<file path="src/verilog/odsc_pkg.sv">
/*
  Shared constants and types of the octal converter serial command unit.
  Assumes nothing; included by the unit through its package import.
*/
`default_nettype none
package odsc_pkg;

  // Frame layout
  localparam int ODSC_FRAME_W = 16;
  localparam int ODSC_CMD_W = 4;
  localparam int ODSC_PAY_W = 12;
  localparam int ODSC_NCH = 8;
  localparam int ODSC_CNT_W = 5;
  localparam int ODSC_CH_LSB = 0;

  // Falling edges that make a whole frame
  localparam logic [4:0] ODSC_EDGES_FRAME = 5'h10;
  // Saturation value of the edge counter
  localparam logic [4:0] ODSC_EDGES_MAX = 5'h1f;

  // Command codes in the top four frame bits
  localparam logic [3:0] ODSC_C_SLP_2K5 = 4'hf;
  localparam logic [3:0] ODSC_C_SLP_100K = 4'he;
  localparam logic [3:0] ODSC_C_SLP_HIZ = 4'hd;
  localparam logic [3:0] ODSC_C_BCAST = 4'hc;
  localparam logic [3:0] ODSC_C_UPD_A = 4'hb;
  localparam logic [3:0] ODSC_C_UPD_SEL = 4'ha;
  localparam logic [3:0] ODSC_C_THRU = 4'h9;
  localparam logic [3:0] ODSC_C_STAGED = 4'h8;

  // Payload masks for the two resolutions
  localparam logic [11:0] ODSC_MASK_12 = 12'hfff;
  localparam logic [11:0] ODSC_MASK_10 = 12'hffc;

  // Register reset values
  localparam logic [11:0] ODSC_LEVEL_RST = 12'h000;

  typedef enum logic {
    ODSC_STAGED = 1'b0,
    ODSC_THRU = 1'b1
  } odsc_mode_t;

  typedef enum logic [1:0] {
    ODSC_AWAKE = 2'b00,
    ODSC_SLP_2K5 = 2'b01,
    ODSC_SLP_100K = 2'b10,
    ODSC_SLP_HIZ = 2'b11
  } odsc_skind_t;

  typedef struct packed {
    logic [3:0] cmd;
    logic [11:0] pay;
  } odsc_frame_t;

  typedef struct packed {
    logic [2:0] sclk;
    logic [2:0] sync;
    logic [1:0] din;
    logic [4:0] cnt;
    logic [15:0] sr;
    logic dout;
    odsc_frame_t [1:0] fifo;
    logic wp;
    logic rp;
    logic [1:0] num;
    logic full;
    odsc_mode_t mode;
    logic [7:0][11:0] data;
    logic [7:0][11:0] outr;
    logic [7:0] sleep;
    odsc_skind_t [7:0] kind;
    logic bias;
  } odsc_state_t;

  localparam odsc_state_t ODSC_STATE_RST = '0;

endpackage
`default_nettype wire

</file>
<file path="src/verilog/odsc_top.sv">
/*
  Serial command unit of an eight-channel voltage-output converter:
  pin sampling, frame shifting, chain output, a two-entry frame buffer
  and the per-channel data, output and sleep registers.
  Assumes the pins arrive asynchronously to clock, and that hold comes
  from logic on clock.
*/
// Summary of operation
// Host shares frame sync and shift clock; chain output feeds next input.
// Beyond one frame, the previous frame leaves on the chain output.
// Frame sync rising edge commits the shift register contents; the unit drops the frame while its two-entry buffer is full.
// Host sends farthest device's frame first, nearest device's last.
// Chain output changes on a shift-clock falling edge.
// Sixteen-bit frame: four command bits above twelve payload bits.
// Payload bit 11 is MSB; 10-bit variant ignores bits 1 and 0.
// Codes 1111/1110/1101 sleep masked channels: 2.5k, 100k, high-z.
// Code 1100 loads payload into both registers of all channels.
// Code 1011 loads channel A, copies data to output elsewhere.
// Code 1010 copies data to output for selected channels only.
// Code 1001 selects write-through mode.
// Codes 0000-0111 write channel A-H; write-through also sets output.
// Each channel has staging data and separate output register.
// All eight channels asleep also puts shared bias asleep.
// Reset clears every data and output register to zero.
// Serial input sampled on each falling edge while frame sync low.
// Frame sync rising early discards the partial frame.
// After a full frame, earlier input bits pass to the chain output.
// Falling edges while frame sync is high are ignored.
// Code 1000 returns to staged-write mode.
// After reset: staged-write mode, all channels awake.
`timescale 1ns/100ps
`default_nettype none
module odsc_top #(
  parameter int RES_BITS = 12
) (
  input wire logic clock,
  input wire logic rst,
  input wire logic sclk,
  input wire logic frame_sync_n,
  input wire logic serial_in,
  input wire logic hold,
  output logic chain_out,
  output logic [7:0][11:0] level,
  output logic [7:0] sleep,
  output odsc_pkg::odsc_skind_t [7:0] sleep_kind,
  output logic bias_sleep,
  output logic write_through,
  output logic frame_full
);
  import odsc_pkg::*;

  localparam logic [11:0] PAY_MASK =
    (RES_BITS == 10) ? ODSC_MASK_10 : ODSC_MASK_12;

  odsc_state_t s_q;
  odsc_state_t s_d;
  logic fall;
  logic rise;
  logic low;
  logic push;
  logic pop;
  odsc_frame_t head;
  logic [11:0] pay;
  logic [2:0] ch;

  // Next-state logic of the whole unit
  always_comb begin
    s_d = s_q;
    // Pin synchronisers; stage 0 feeds stage 1 only
    s_d.sclk = {s_q.sclk[1:0], sclk};
    s_d.sync = {s_q.sync[1:0], frame_sync_n};
    s_d.din = {s_q.din[0], serial_in};
    fall = s_q.sclk[2] & ~s_q.sclk[1];
    rise = s_q.sync[1] & ~s_q.sync[2];
    low = ~s_q.sync[1];
    head = s_q.fifo[s_q.rp];
    pay = head.pay & PAY_MASK;
    ch = head.cmd[2:0];
    push = rise && (s_q.cnt >= ODSC_EDGES_FRAME)
      && (s_q.num != 2'd2);
    pop = (s_q.num != 2'd0) && !hold;

    // Shifting only while frame sync is low
    if (low && fall) begin
      if (s_q.cnt != ODSC_EDGES_MAX) begin
        s_d.cnt = s_q.cnt + 5'd1;
      end
      s_d.sr = {s_q.sr[14:0], s_q.din[1]};
      // Earlier bits leave once a frame is held
      if (s_q.cnt >= ODSC_EDGES_FRAME) begin
        s_d.dout = s_q.sr[15];
      end else begin
        s_d.dout = 1'b0;
      end
    end
    if (!low) begin
      s_d.cnt = '0;
    end

    // Commit the held frame into the buffer
    if (push) begin
      s_d.fifo[s_q.wp] = odsc_frame_t'(s_q.sr);
      s_d.wp = ~s_q.wp;
    end

    // Execute the oldest buffered frame
    if (pop) begin
      s_d.rp = ~s_q.rp;
      if (!head.cmd[3]) begin
        s_d.data[ch] = pay;
        if (s_q.mode == ODSC_THRU) begin
          s_d.outr[ch] = pay;
          s_d.sleep[ch] = 1'b0;
          s_d.kind[ch] = ODSC_AWAKE;
        end
      end else begin
        case (head.cmd)
          ODSC_C_SLP_2K5, ODSC_C_SLP_100K, ODSC_C_SLP_HIZ: begin
            for (int i = 0; i < ODSC_NCH; i++) begin
              if (head.pay[i]) begin
                s_d.sleep[i] = 1'b1;
                if (head.cmd == ODSC_C_SLP_2K5) begin
                  s_d.kind[i] = ODSC_SLP_2K5;
                end else if (head.cmd == ODSC_C_SLP_100K) begin
                  s_d.kind[i] = ODSC_SLP_100K;
                end else begin
                  s_d.kind[i] = ODSC_SLP_HIZ;
                end
              end
            end
          end
          ODSC_C_BCAST: begin
            for (int i = 0; i < ODSC_NCH; i++) begin
              s_d.data[i] = pay;
              s_d.outr[i] = pay;
              s_d.sleep[i] = 1'b0;
              s_d.kind[i] = ODSC_AWAKE;
            end
          end
          ODSC_C_UPD_A: begin
            for (int i = 0; i < ODSC_NCH; i++) begin
              s_d.outr[i] = s_q.data[i];
              s_d.sleep[i] = 1'b0;
              s_d.kind[i] = ODSC_AWAKE;
            end
            s_d.data[ODSC_CH_LSB] = pay;
            s_d.outr[ODSC_CH_LSB] = pay;
          end
          ODSC_C_UPD_SEL: begin
            for (int i = 0; i < ODSC_NCH; i++) begin
              if (head.pay[i]) begin
                s_d.outr[i] = s_q.data[i];
                s_d.sleep[i] = 1'b0;
                s_d.kind[i] = ODSC_AWAKE;
              end
            end
          end
          ODSC_C_THRU: begin
            s_d.mode = ODSC_THRU;
          end
          ODSC_C_STAGED: begin
            s_d.mode = ODSC_STAGED;
          end
          default: begin
            s_d.mode = s_q.mode;
          end
        endcase
      end
    end

    // Buffer occupancy, full flag and shared bias sleep
    s_d.num = 2'(s_q.num + {1'b0, push} - {1'b0, pop});
    s_d.full = (s_d.num == 2'd2);
    s_d.bias = &s_d.sleep;
  end

  // State register; reset gives zeros, staged mode, all awake
  always_ff @(posedge clock or posedge rst) begin
    if (rst) begin
      s_q <= ODSC_STATE_RST;
    end else begin
      s_q <= s_d;
    end
  end

  // Outputs straight from the state register
  assign chain_out = s_q.dout;
  assign level = s_q.outr;
  assign sleep = s_q.sleep;
  assign sleep_kind = s_q.kind;
  assign bias_sleep = s_q.bias;
  assign write_through = s_q.mode;
  assign frame_full = s_q.full;
endmodule
`default_nettype wire
</file>
<file path="config.mk">
export PLATFORM = sky130hd
export DESIGN_NAME = odsc_top
export DESIGN_NICKNAME = d
export VERILOG_FILES = /design/src/verilog/odsc_pkg.sv /design/src/verilog/odsc_top.sv
export SDC_FILE = /design/constraint.sdc
export NUM_CORES = 1
export LEC_CHECK = 0
export ABC_CLOCK_PERIOD_IN_PS = 11400
export BUFFER_PORTS_ARGS = -buffer_cell sky130_fd_sc_hd__clkbuf_2
export CAP_MARGIN = 20
export CORE_AREA = 4 4 162 195
export CTS_CLUSTER_SIZE = 30
export DETAILED_ROUTE_END_ITERATION = 8
export DIE_AREA = 0 0 166 199
export PLACE_DENSITY_LB_ADDON = 0.08
export SLEW_MARGIN = 10
export SYNTH_ARGS = -nofsm -noshare
export SYNTH_HDL_FRONTEND = slang
export SYNTH_SLANG_ARGS = --single-unit
</file>
<file path="constraint.sdc">
create_clock -name clock -period 11.4 [get_ports clock]
set_input_delay 0.57 -clock clock [delete_from_list [all_inputs] [get_ports clock]]
set_output_delay 0.57 -clock clock [all_outputs]
set_load 0.1 [all_outputs]
</file>
Yosys cells after proc, flatten, opt, wreduce, memory -nomap -nowiden
Cells that the tools add are included.
W data, S select, Z words.
{"block": "word_totals", "rom_bits": 0, "out_inout_bits": 124, "ram_bits": 0, "latchBits": 0, "mem_count": 0, "elab_cells": 194, "input_bits": 6, "regBits": 285}
{"block": "classes", "shift": 0, "bitwise_logic": 11, "n_mul": 0, "n_mux": 67, "n_div": 0, "reduce_logical": 35, "magnitude_cmp": 6, "n_addsub": 3, "eq_ne": 31}
{"op": "$pmux W96 S3", "count": 1}
{"op": "$mux W216", "count": 1}
{"op": "$bwmux W96", "count": 2}
{"op": "$mux W12", "count": 10}
{"op": "$mux W120", "count": 1}
{"op": "$mux W84", "count": 1}
{"op": "$pmux W24 S3", "count": 1}
{"op": "$mux W16", "count": 3}
{"op": "$ne A3 B3 Y1 const B", "count": 16}
{"op": "$reduce_and A5 Y1", "count": 8}
{"op": "$demux W12 S3", "count": 1}
{"op": "$mux W2", "count": 18}
{"op": "$bwmux W32", "count": 1}
{"op": "$eq A4 B4 Y1 const B", "count": 8}
{"op": "$reduce_and A4 Y1", "count": 8}
{"op": "$mux W24", "count": 1}
{"op": "$mux W22", "count": 1}
{"op": "$mux W1", "count": 19}
{"op": "$and A16 B16 Y16", "count": 1}
{"op": "$demux W16 S1", "count": 1}
{"op": "$not A16 Y16", "count": 1}
{"op": "$mux W5", "count": 2}
{"op": "$reduce_bool A2 Y1", "count": 5}
{"op": "$and A8 B8 Y8", "count": 1}
{"op": "other kinds (27)", "count": 41}

Depth between registers and ports, before layout
Gate-level depths: netlist of the first run.
{"block": "depth", "ltp_word": 12, "mapped_depth": 12, "mapped_depth_nobuf": 8}

Least setup slack after synthesis of the first run
OpenSTA, ideal clock, no wires.
{"block": "synth_path", "path_type": "register to register", "startpoint": "register s_q, in the netlist write_through", "endpoint": "register s_q, in the netlist level[65]", "path_slack_ps": 8747, "setup_time_ps": 125, "arrival_ps": 2528, "t_required_ps": 11275, "n_path_buf": 2, "stages_incl_launch_ff": 8, "synth_period_minus_slack_ps": 2653, "path_cell_list": "dfrtp_1 -> clkbuf_1 -> inv_1 -> nor2_1 -> nand2_1 -> a21oi_2 -> buf_4 -> mux2_2"}
{"block": "synth_between", "elab_chain_len": 2}
{"item": "start, declared", "line": "odsc_top.sv:55", "text": "odsc_state_t s_q;"}
{"item": "start signal, assigned", "line": "odsc_top.sv:180", "text": "s_q <= ODSC_STATE_RST;"}
{"item": "start signal, assigned", "line": "odsc_top.sv:182", "text": "s_q <= s_d;"}
{"item": "$reduce_bool A2 Y1 (no source line)"}
{"item": "$reduce_and A4 Y1 (no source line)"}
Every way passes these cells.
A chain may end at the register's enable or synchronous reset.

Worst setup path after layout of the first run
{"block": "layout_path", "startpoint": "register s_q[221] (netlist bit)", "endpoint": "register s_q, in the netlist level[11]"}
{"block": "layout_between", "elab_chain_len": 9, "elab_cells_between_ends": 18, "classes_between": "order compare: 2; eq/ne: 5; mux: 8; reduce/logical: 3"}
{"item": "$mux W16 (implied by the code) (*) (2 in a row)", "line": "odsc_top.sv:76", "text": "head = s_q.fifo[s_q.rp];"}
{"item": "$lt A3 B4 Y1 (implied by the code) or $ge A3 B1 Y1 (tied branches)", "line": "odsc_top.sv:112", "text": "s_d.outr[ch] = pay;"}
{"item": "$logic_and A1 B1 Y1 (implied by the code)", "line": "odsc_top.sv:112"}
{"item": "$mux W12 (implied by the code)", "line": "odsc_top.sv:112"}
{"item": "$demux W12 S3", "line": "odsc_top.sv:112"}
{"item": "$bwmux W96", "line": "odsc_top.sv:112"}
{"item": "$mux W120", "line": "odsc_top.sv:111", "text": "if (s_q.mode == ODSC_THRU) begin"}
{"item": "$mux W216", "line": "odsc_top.sv:109", "text": "if (!head.cmd[3]) begin"}
Mark *: on every way between the ends. The rest lies on a longest branch, timed or not. The select of a mux whose other input is x is not followed.

==> flow_metrics.py, run 1 <==
metrics = {
    "outcome": {
        "outcome": "completed",
    },
    "cells_and_area": {
        "areaGrowthSynthToFinish_pct": 6.34,
        "filler_cell_count": 2767,
        "fin_util_pct": 49.6,
        "drive_gt1_share_pct": 26.2,
        "num-nets-final": 1254,
        "antennaDiodeCount": 0,
    },
    "synthesis": {
        "post_synthesis_instance_area_um2": 13800,
        "seq_area_frac_synth_pct": 51.7,
        "synth-edff-count": 0,
        "synth_warnings": 0,
        "synth.ff_latch_count": 285,
        "postSynth.asyncResetShare_pct": 100,
        "post_synthesis_net_count": 1288,
        "synth-main-ff-cell": "sky130_fd_sc_hd__dfrtp_1",
        "yosys.cell_types.count": 74,
        "post_synth_inst_count": 1278,
        "post_synth.cell_area_avg_um2": 10.8,
    },
    "sta": {
        "timing.fmax_ghz": 0.241,
        "hold_viol_final": 0,
        "fin_hold_ws_ns": 0.126,
        "final.period_utilization_pct": 36.5,
        "rsz0062_at_grt": "no",
        "finalCriticalPeriod_ns": 4.16,
        "max_slew.worst_pin.slew_ns": 0.992,
        "clock_skew_ns": 0.0125,
        "slew_headroom_pct": 33.3,
        "final_max_slew_viol_count": 0,
        "setup-violations-final": 0,
        "setup-tns-final_ns": 0,
    },
    "critical_path": {
        "critPathMostFrequentCell": "sky130_fd_sc_hd__buf_4",
        "cp_cell_sequence": "buf_4 -> mux2i_1 -> and3_2 -> buf_4 -> nor2_1 -> a21oi_1 -> o22ai_1 -> mux2_2",
        "setup.worst_path.class": "register to register",
        "critical_path_peak_fanout": 71,
        "worstPathRequired_ns": 11.83,
        "setup.worst_path.end_class": "register",
        "slowest_delay_ns": 0.76,
        "slowest_stage": "sky130_fd_sc_hd__buf_4",
        "worst_setup_path_start_kind": "register",
        "worst-endpoint-arrival_ns": 4.59,
    },
    "global_route": {
        "grt_remaining_overflow": 0,
        "grt_antenna_before_repair": 0,
        "grtUsageTotal_pct": 22.2,
        "grt_max_degree": 152,
        "wire_length_of_the_first_global_routing_pass_um": 58300,
        "grt_pass1_vias": 9540,
    },
    "power_and_ir_drop": {
        "static-leakage-power_uw": 0.00660,
        "power_per_cell_area_nw_per_um2": 152,
        "worst_ir_drop_vdd_mv": 0.119,
    },
    "clocking": {
        "cts.reportedPaths.clkPinSlew_ns": 0.06,
        "hold_buffers": 0,
        "cts_num_sinks": 285,
        "cts_setup_buffers": 0,
        "cts_tree": "yes",
        "ctsLongestPathBuffers": 3,
        "cts_root_buf": "sky130_fd_sc_hd__clkbuf_16",
        "post_cts_resize_count": 0,
        "worstSkewPairLatency_ns": 0.55,
        "ctsHtreeMaxLevel": 1,
        "cts_inserted_buffers": 30,
    },
    "drt": {
        "vias_per_cell": 5.83,
        "totalWireLength_um": 37000,
        "dr_vias": 9644,
        "antenna_left": 0,
        "drc": 0,
        "route.detailed.wl_per_inst_um": 22.4,
        "drt-initial-drc-count": 866,
        "drt-pass1-iter-count": 6,
    },
    "floorplanning": {
        "io_pins": 130,
        "rows": 69,
        "die_footprint_um2": 33000,
        "fp.dieH_um": 199,
        "core-area_um2": 29600,
        "start_util_pct": 46.6,
        "die_width_um": 166,
    },
    "place": {
        "place.port_buffers": 129,
        "globalplace.congestion": 0.808,
        "dp.final_hpwl_um": 22700,
    },
    "min_path": {
        "hold_path.class": "input pin to register",
    },
    "flow_run": {
        "drv_cap": 0,
    },
}
## synthesized netlist by cell type, types with 9 or more instances
cell | count | share of area, %
sky130_fd_sc_hd__a21oi_1 | 192 | 7.0
sky130_fd_sc_hd__a22o_1 | 16 | 1.0
sky130_fd_sc_hd__buf_2 | 46 | 1.7
sky130_fd_sc_hd__buf_4 | 128 | 7.0
sky130_fd_sc_hd__clkbuf_1 | 41 | 1.1
sky130_fd_sc_hd__dfrtp_1 | 285 | 52
sky130_fd_sc_hd__inv_1 | 10 | 0.27
sky130_fd_sc_hd__mux2_2 | 69 | 5.6
sky130_fd_sc_hd__mux2i_1 | 9 | 0.65
sky130_fd_sc_hd__nand2_1 | 49 | 1.3
sky130_fd_sc_hd__nor2_1 | 111 | 3.0
sky130_fd_sc_hd__o21a_1 | 67 | 3.6
sky130_fd_sc_hd__o21ai_0 | 30 | 1.1
sky130_fd_sc_hd__o221ai_1 | 59 | 3.7
sky130_fd_sc_hd__o22ai_1 | 20 | 0.91
## registers in the layout, indices dropped and copies added, names as in the netlist
name           cells
chain_out          1
level             96
sleep_kind        16
write_through      1
sleep              8
s_d                5
frame_full         1
s_q              156
bias_sleep         1
## final cells by class
class                           instances  area, µm²  share of cell area, %
Sequential cell                       285       7130                   48.6
Tap cell                              390        488                   3.33
Timing Repair Buffer                  157        876                   5.97
Inverter                               11       48.8                  0.333
Clock inverter                          7       60.1                  0.409
Clock buffer                           44        865                   5.89
Multi-Input combinational cell        759       5200                   35.5
## stage by stage
| step | total power, µW | setup WS [ns] | cell area (µm²) | cells |
|---|---|---|---|---|
| floorplan | 1290 | 2.97 | 13800 | 1278 |
| global placement | 1300 | 7.13 | 13700 | 1598 |
| detailed placement | 1310 | 7.21 | 13700 | 1600 |
| CTS | 2250 | 7.19 | 14700 | 1651 |
| global route | 2320 | 7.10 | 14700 | 1653 |
| finish | 2220 | 7.24 | 14700 | 1653 |
## kinds of logic (layout without fill, tap and decap cells)
| family | after synthesis | count (layout) | synth area share (%) |
|---|---|---|---|
| AO/OA/AOI/OAI | 435 | 435 | 21.0 |
| XOR/XNOR | 7 | 7 | 0.444 |
| adder cells (fa/ha/maj) | 4 | 4 | 0.363 |
| buffers and inverters | 234 | 219 | 10.8 |
| flip-flops | 285 | 285 | 51.7 |
| multiplexers | 91 | 91 | 7.87 |
| AND/OR/NAND/NOR | 222 | 222 | 7.76 |
## layer usage
metal | global-route usage, % | share of wire, %
met5 | 0 | 0
met2 | 36.0 | 48
met3 | 3.22 | 5.5
met4 | 5.68 | 2.2
met1 | 31.6 | 45
## cell usage in the layout (no fill, tap or decap), types with 25 or more instances in the layout
| master | count |
|---|---|
| sky130_fd_sc_hd__buf_4 | 25 |
| sky130_fd_sc_hd__clkbuf_16 | 31 |
| sky130_fd_sc_hd__mux2_2 | 69 |
| sky130_fd_sc_hd__nor2_1 | 110 |
| sky130_fd_sc_hd__clkbuf_2 | 129 |
| sky130_fd_sc_hd__dfrtp_1 | 284 |
| sky130_fd_sc_hd__o221ai_1 | 59 |
| sky130_fd_sc_hd__o21ai_0 | 30 |
| sky130_fd_sc_hd__a21oi_1 | 192 |
| sky130_fd_sc_hd__o21a_1 | 67 |
| sky130_fd_sc_hd__nand2_1 | 49 |
## final timing paths
check | start | endpoint | slack [ns] | cells past startpoint
worst max-delay path | s_q[221]$_DFFE_PP0P_ | level[11]$_DFFE_PP0P_ | 7.24 | 8
worst min-delay path | serial_in | s_d[278]$_DFF_PP0_ | 0.13 | 1
worst max register to register | s_q[221]$_DFFE_PP0P_ | level[11]$_DFFE_PP0P_ | 7.24 | 8
worst min register to register | s_d[280]$_DFF_PP0_ | s_d[281]$_DFF_PP0_ | 0.35 | 0
max in group asynchronous | rst | level[93]$_DFFE_PP0P_ | 9.92 | 3
min in group asynchronous | rst | s_q[273]$_DFFE_PP0P_ | 0.17 | 2
## where the power goes
group          internal (µW)  switching [µW]  total, µW
combinational           73.4             128        201
clock                    542             393        934
sequential              1060            31.6       1090
## worst max-delay path, delay by kind of cell (launching register included)
| kind | cells | cell delay, ns |
|---|---|---|
| compound gates | 2 | 0.34 |
| buf+inv | 2 | 1.30 |
| flops | 1 | 0.39 |
| mux | 2 | 0.85 |
| simple gates | 2 | 1.10 |
No activity file was read; power rests on OpenSTA's default activity.
==> inputs of run 2 (changes only) <==
- ABC_CLOCK_PERIOD_IN_PS: 11400 -> 4080
- clock period: 11.4 -> 4.08 ns (I/O delays scaled with it)
==> flow_metrics.py, run 2 (synthesis results as in run 1) <==
metrics = {
    "sta": {
        "setup-tns-final_ns": 0,
        "rsz0062_at_grt": "no",
        "finalCriticalPeriod_ns": 3.27,
        "max_slew.worst_pin.slew_ns": 1.12,
        "setup-violations-final": 0,
        "final.period_utilization_pct": 80.1,
        "timing.fmax_ghz": 0.306,
        "final_max_slew_viol_count": 0,
        "hold_viol_final": 0,
        "clock_skew_ns": 0.0207,
        "slew_headroom_pct": 24.9,
    },
    "clocking": {
        "ctsLongestPathBuffers": 3,
        "cts.reportedPaths.clkPinSlew_ns": 0.06,
        "cts_inserted_buffers": 30,
        "ctsHtreeMaxLevel": 1,
        "worstSkewPairLatency_ns": 0.56,
        "cts_num_sinks": 285,
        "post_cts_resize_count": 0,
        "cts_root_buf": "sky130_fd_sc_hd__clkbuf_16",
        "cts_tree": "yes",
    },
    "critical_path": {
        "path_depth_of_the_worst_reg2reg_path": 5,
        "setup.worst_path.class": "register to register",
        "critical_path_peak_fanout": 20,
        "slowest_stage": "sky130_fd_sc_hd__a21oi_2",
        "worst_setup_path_start_kind": "register",
        "cp_num_cells": 5,
        "setup.worst_path.end_class": "register",
        "worstPathRequired_ns": 4.51,
        "cp_top_family": "multiplexers",
        "critPathBufInv": 0,
        "slowest_delay_ns": 0.68,
        "cp_cell_sequence": "mux2_2 -> nor2_1 -> nand2_1 -> a21oi_2 -> mux2_2",
        "worst-endpoint-arrival_ns": 3.70,
        "critPathMostFrequentCell": "sky130_fd_sc_hd__mux2_2",
    },
    "place": {
        "dpl-instance-area_um2": 13900,
        "dp.final_hpwl_um": 24200,
        "globalplace.congestion": 0.894,
        "place.port_buffers": 129,
    },
    "power_and_ir_drop": {
        "power_per_cell_area_nw_per_um2": 430,
        "worst_ir_drop_vdd_mv": 0.341,
        "static-leakage-power_uw": 0.00673,
    },
    "cells_and_area": {
        "largest_register_ff_count": 156,
        "ff_latch_area_um2": 7130,
        "filler_cell_count": 2729,
        "layout.cell_area.non_filler_um2": 14900,
        "num-nets-final": 1272,
        "mostFrequentLayoutCell": "sky130_fd_sc_hd__dfrtp_1",
        "drive_gt1_share_pct": 27.5,
        "final_cell_mix": "284 x sky130_fd_sc_hd__dfrtp_1, 192 x sky130_fd_sc_hd__a21oi_1, 129 x sky130_fd_sc_hd__clkbuf_2",
        "regMostFlops": "s_q",
        "multi_input_area_um2": 5200,
        "antennaDiodeCount": 0,
        "areaGrowthSynthToFinish_pct": 8.18,
    },
    "drt": {
        "drt-initial-drc-count": 735,
        "drt-pass1-iter-count": 7,
        "antenna_left": 0,
        "route.detailed.wl_per_inst_um": 22.8,
        "totalWireLength_um": 38200,
        "vias_per_cell": 5.78,
        "drc": 0,
        "dr_vias": 9682,
    },
    "outcome": {
        "outcome": "completed",
    },
    "floorplanning": {
        "start_util_pct": 46.6,
        "die_width_um": 166,
        "fp.dieH_um": 199,
        "core-area_um2": 29600,
        "rows": 69,
        "die_footprint_um2": 33000,
        "io_pins": 130,
    },
    "min_path": {
        "hold_path.class": "input pin to async pin",
    },
    "global_route": {
        "grt_remaining_overflow": 0,
        "wire_length_of_the_first_global_routing_pass_um": 59900,
        "grt_max_degree": 131,
        "grt_antenna_before_repair": 0,
        "grt_pass1_vias": 9668,
        "grtUsageTotal_pct": 23.1,
    },
    "flow_run": {
        "drv_cap": 0,
    },
}
[run 2: cell count changes in the layout (fill, tap and decap cells not counted), moves of 2 or more]
cell,before,now
sky130_fd_sc_hd__dlygate4sd3_1,0,4
sky130_fd_sc_hd__clkinvlp_4,0,3
sky130_fd_sc_hd__buf_4,25,39
sky130_fd_sc_hd__clkbuf_1,9,5
sky130_fd_sc_hd__clkbuf_8,4,6
sky130_fd_sc_hd__bufinv_16,1,3
[run 2: area by class of cell]
class	instances	area share, %
clock buffer	42	5.88
clock inverter	13	0.997
inverter	11	0.302
multi-input combinational	759	34.9
sequential	285	47.8
tap	390	3.27
timing repair buffer	175	6.90
[run 2: worst register-to-register path, cell delays in order (launching register included)]
cell and delay [ns]:
sky130_fd_sc_hd__dfrtp_2 0.61, sky130_fd_sc_hd__mux2_2 0.53, sky130_fd_sc_hd__nor2_1 0.47, sky130_fd_sc_hd__nand2_1 0.45
sky130_fd_sc_hd__a21oi_2 0.69, sky130_fd_sc_hd__mux2_2 0.41
[run 2: where the power goes]
part	leakage, µW	total, µW	switching [µW]	internal, µW
Sequential	0.00391	3060	110	2950
Clock	0.000505	2810	1130	1680
Combinational	0.00231	552	337	215
Total	0.00673	6420	1570	4850
[run 2: worst paths after layout]
kind                                              end                  from  slack, ns
max in group asynchronous        s_q[210]$_DFFE_PP0P_                   rst       2.90
worst max-delay path            level[65]$_DFFE_PP0P_  s_q[221]$_DFFE_PP0P_       0.81
min in group clock               s_q[221]$_DFFE_PP0P_                  hold       0.30
worst min-delay path            level[16]$_DFFE_PP0P_                   rst       0.11
worst max register to register  level[65]$_DFFE_PP0P_  s_q[221]$_DFFE_PP0P_       0.81
worst min register to register     s_d[284]$_DFF_PP0_    s_d[283]$_DFF_PP0_       0.35
[run 2: routing by layer]
layer	vias to the layer above	routed length (µm)	global-route usage [%]
met3	63	1710	2.64
met2	277	18300	37.4
met5	-	0	0
li1	4446	-	-
met4	0	1140	7.18
met1	4896	17100	32.8
[run 2: per-stage QoR]
stage	setup WS (ns)	utilization, %	instances	hold WS (ns)	total power, µW
floorplan	0.0988	-	1278	0.235	3600
global placement	0.851	46.8	1615	0.114	3660
detailed placement	0.888	46.8	1616	0.111	3670
CTS	0.869	50.4	1675	0.0879	6500
global route	0.628	50.4	1675	0.112	6680
finish	0.811	50.4	1675	0.106	6420
[run 2: repair_timing]
item | CTS | global route
hold buffers | 4 | 0
endpoints found under the hold margin | 137 | 0
endpoints found under the setup margin | 0 | 0
buffers inserted | 0 | 0
==> inputs of run 3 (changes only) <==
- ABC_AREA: default -> 1
- ABC_CLOCK_PERIOD_IN_PS: 4080 -> 2950
- CORE_AREA: 4 4 162 195 -> 4 4 163 197
- DIE_AREA: 0 0 166 199 -> 0 0 167 201
- clock period: 4.08 -> 2.95 ns (I/O delays scaled with it)
==> flow_metrics.py, run 3 <==
metrics = {
    "min_path": {
        "timing.hold.worst_path_depth": 4,
        "hold_path.class": "input pin to register",
        "timing.hold.worst.start": "hold",
        "min_delay_worst_endpoint": "s_q[221]$_DFFE_PP0P_",
    },
    "critical_path": {
        "worstReg2RegEnd": "level[94]$_DFFE_PP0P_",
        "worst_setup_path_start_kind": "register",
        "setup.worst_path.end_class": "register",
        "worstPathRequired_ns": 3.38,
        "critical_path_peak_fanout": 20,
        "path_depth_of_the_worst_reg2reg_path": 9,
        "ff2ff_setup_slack_ns": 0.28,
        "setup.worst_path.class": "register to register",
        "worst-endpoint-arrival_ns": 3.10,
        "crit-reg2reg-launch": "s_q[221]$_DFFE_PP0P_",
    },
    "place": {
        "globalplace.congestion": 0.827,
        "dpl-instance-area_um2": 14200,
        "place.port_buffers": 129,
        "dp_slack_ns": 0.150,
        "dp.final_hpwl_um": 25600,
    },
    "clocking": {
        "cts.reportedPaths.clkPinSlew_ns": 0.06,
        "worstSkewPairLatency_ns": 0.56,
        "ctsHtreeMaxLevel": 1,
        "cts_setup_buffers": 0,
        "cts_inserted_buffers": 30,
        "cts_root_buf": "sky130_fd_sc_hd__clkbuf_16",
        "ctsLongestPathBuffers": 3,
        "cts_tree": "yes",
        "cts_num_sinks": 285,
    },
    "synthesis": {
        "synthDominantCellAreaShare_pct": 50.8,
        "yosys.cell_types.count": 42,
        "post_synthesis_instance_area_um2": 14000,
        "synth-main-ff-cell": "sky130_fd_sc_hd__dfrtp_1",
        "synth_warnings": 0,
        "netlist_top_cells_area": "sky130_fd_sc_hd__dfrtp_1 51%, sky130_fd_sc_hd__nand2_1 9.2%, sky130_fd_sc_hd__o21ai_0 8.2%",
        "synth.ff_latch_count": 285,
        "post_synth_inst_count": 1629,
        "post_synthesis_net_count": 1639,
        "yosysTopAreaCell": "sky130_fd_sc_hd__dfrtp_1",
        "seq_area_frac_synth_pct": 50.8,
        "synth-edff-count": 0,
        "commonest_cells_in_the_synthesized_netlist": "343 x sky130_fd_sc_hd__nand2_1, 285 x sky130_fd_sc_hd__dfrtp_1, 231 x sky130_fd_sc_hd__o21ai_0, 158 x sky130_fd_sc_hd__inv_1, 136 x sky130_fd_sc_hd__o21ai_1",
        "post_synth.cell_area_avg_um2": 8.62,
        "most_frequent_cell_after_synthesis": "sky130_fd_sc_hd__nand2_1",
        "postSynth.asyncResetShare_pct": 100,
    },
    "drt": {
        "drt-pass1-iter-count": 5,
        "vias_per_cell": 5.28,
        "drt-initial-drc-count": 965,
        "route.detailed.wl_per_inst_um": 18.9,
        "antenna_left": 0,
        "drc": 0,
        "totalWireLength_um": 38900,
        "dr_vias": 10800,
    },
    "cells_and_area": {
        "mostFrequentLayoutCell": "sky130_fd_sc_hd__nand2_1",
        "num-nets-final": 1643,
        "layout.cell_area.non_filler_um2": 15300,
        "antennaDiodeCount": 0,
        "final_cell_mix": "339 x sky130_fd_sc_hd__nand2_1, 284 x sky130_fd_sc_hd__dfrtp_1, 231 x sky130_fd_sc_hd__o21ai_0",
        "fin_util_pct": 50.7,
        "drive_gt1_share_pct": 17.6,
        "areaGrowthSynthToFinish_pct": 9.03,
        "largest_register_ff_count": 156,
        "regMostFlops": "s_q",
        "filler_cell_count": 2942,
    },
    "global_route": {
        "use_met3_pct": 3.27,
        "grt_most_used_layer": "met2",
        "grt_max_degree": 84,
        "grt_pass1_vias": 10500,
        "grtUsageTotal_pct": 22.9,
        "grt_remaining_overflow": 0,
        "grt.met1_usage_pct": 32.5,
        "grt_antenna_before_repair": 0,
        "met2_resource_use_gr_pct": 37.3,
        "wire_length_of_the_first_global_routing_pass_um": 61700,
    },
    "power_and_ir_drop": {
        "power_per_cell_area_nw_per_um2": 885,
        "fin_total_pwr_uw": 13600,
        "static-leakage-power_uw": 0.00703,
        "worst_ir_drop_vdd_mv": 0.750,
    },
    "flow_run": {
        "drv_cap": 0,
    },
    "floorplanning": {
        "start_util_pct": 46.5,
        "io_pins": 130,
        "rows": 70,
        "die_footprint_um2": 33600,
        "fp.dieH_um": 201,
        "die_width_um": 167,
        "core-area_um2": 30200,
    },
    "sta": {
        "post-route-worst-setup-slack_ns": 0.280,
        "fin_hold_ws_ns": 0.0661,
        "hold_viol_final": 0,
        "finalCriticalPeriod_ns": 2.67,
        "slew_headroom_pct": 36.0,
        "final_max_slew_viol_count": 0,
        "setup-violations-final": 0,
        "clock_skew_ns": 0.0190,
        "max_slew.worst_pin.slew_ns": 0.958,
        "timing.fmax_ghz": 0.375,
        "final.period_utilization_pct": 90.5,
        "rsz0062_at_grt": "no",
    },
    "outcome": {
        "outcome": "completed",
    },
}
-- run 3: cell count changes after synthesis, moves of 66 or more --
cell and change:
sky130_fd_sc_hd__mux2_2 -69, sky130_fd_sc_hd__o21ai_0 +201, sky130_fd_sc_hd__inv_1 +148, sky130_fd_sc_hd__o21a_1 -66, sky130_fd_sc_hd__a22oi_1 +80, sky130_fd_sc_hd__o21ai_1 +133, sky130_fd_sc_hd__nand2_1 +294, sky130_fd_sc_hd__nor2_1 -67
sky130_fd_sc_hd__a21oi_1 -175
-- run 3: cell type report --
class                   count  area [µm²]  area share (%)
flip-flops and latches    285        7130            46.6
multi-input cells         963        4890            31.9
repair buffers            182        1110            7.26
clock buffers              43         881            5.75
inverters                 171         651            4.25
well taps                 396         495            3.24
clock inverters            13         146           0.956
-- run 3: where the power goes --
part	internal, µW	total [µW]	switching [µW]
Clock	2330	3920	1590
Combinational	1100	4910	3820
Sequential	4470	4720	246
-- run 3: how the worst max path moves through the flow --
stage | startpoint | end | slack, ns | cells after the start
after floorplan | rst | bias_sleep$_DFF_PP0_ | -0.97 | 1
after global placement | s_q[221]$_DFFE_PP0P_ | level[94]$_DFFE_PP0P_ | 0.25 | 9
after detailed placement | s_q[221]$_DFFE_PP0P_ | level[94]$_DFFE_PP0P_ | 0.15 | 9
after CTS | s_q[221]$_DFFE_PP0P_ | level[94]$_DFFE_PP0P_ | 0.11 | 9
after global routing | s_q[221]$_DFFE_PP0P_ | level[94]$_DFFE_PP0P_ | 0.1 | 9
final | s_q[221]$_DFFE_PP0P_ | level[94]$_DFFE_PP0P_ | 0.28 | 9
-- run 3: per-layer routing --
metal,up-vias,part of all wire (%)
li1,5222,-
met1,5236,44
met2,330,48
met3,59,5.8
met4,0,2.3
met5,-,0
-- run 3: timing repair --
| action | 4_1_cts | 5_1_grt |
|---|---|---|
| endpoints found under the setup margin | 0 | 47 |
| endpoints found under the hold margin | 26 | 0 |
| resized for setup | 0 | 5 |
| hold buffers | 4 | 0 |
-- run 3: worst max-delay path, cell delays in order, from the launching register on --
cell,delay [ns]
sky130_fd_sc_hd__dfrtp_2,0.53
sky130_fd_sc_hd__inv_4,0.13
sky130_fd_sc_hd__nand2_1,0.13
sky130_fd_sc_hd__nand2_4,0.19
sky130_fd_sc_hd__nor2_8,0.21
sky130_fd_sc_hd__nand2_2,0.29
sky130_fd_sc_hd__nand2_1,0.49
sky130_fd_sc_hd__o21ai_0,0.16
sky130_fd_sc_hd__a22oi_1,0.32
sky130_fd_sc_hd__o21ai_1,0.09
-- run 3: through the flow --
step | setup TNS, ns | cells
final | 0 | 2053
after global routing | 0 | 2053
after global placement | 0 | 1992
after CTS | 0 | 2052
after floorplan | -277.80 | 1629
after detailed placement | 0 | 1992
-- run 3: logic make-up (layout without fill, tap and decap cells) --
logic type               Yosys count  after routing  synth area share [%]
AO/OA/AOI/OAI                    494            494                  20.1
XOR/XNOR                           3              3                 0.187
adder cells (fa/ha/maj)            4              4                 0.356
buffers and inverters            381            409                  14.4
flip-flops                       285            285                  50.8
multiplexers                       1              1                0.0713
AND/OR/NAND/NOR                  461            461                  14.1
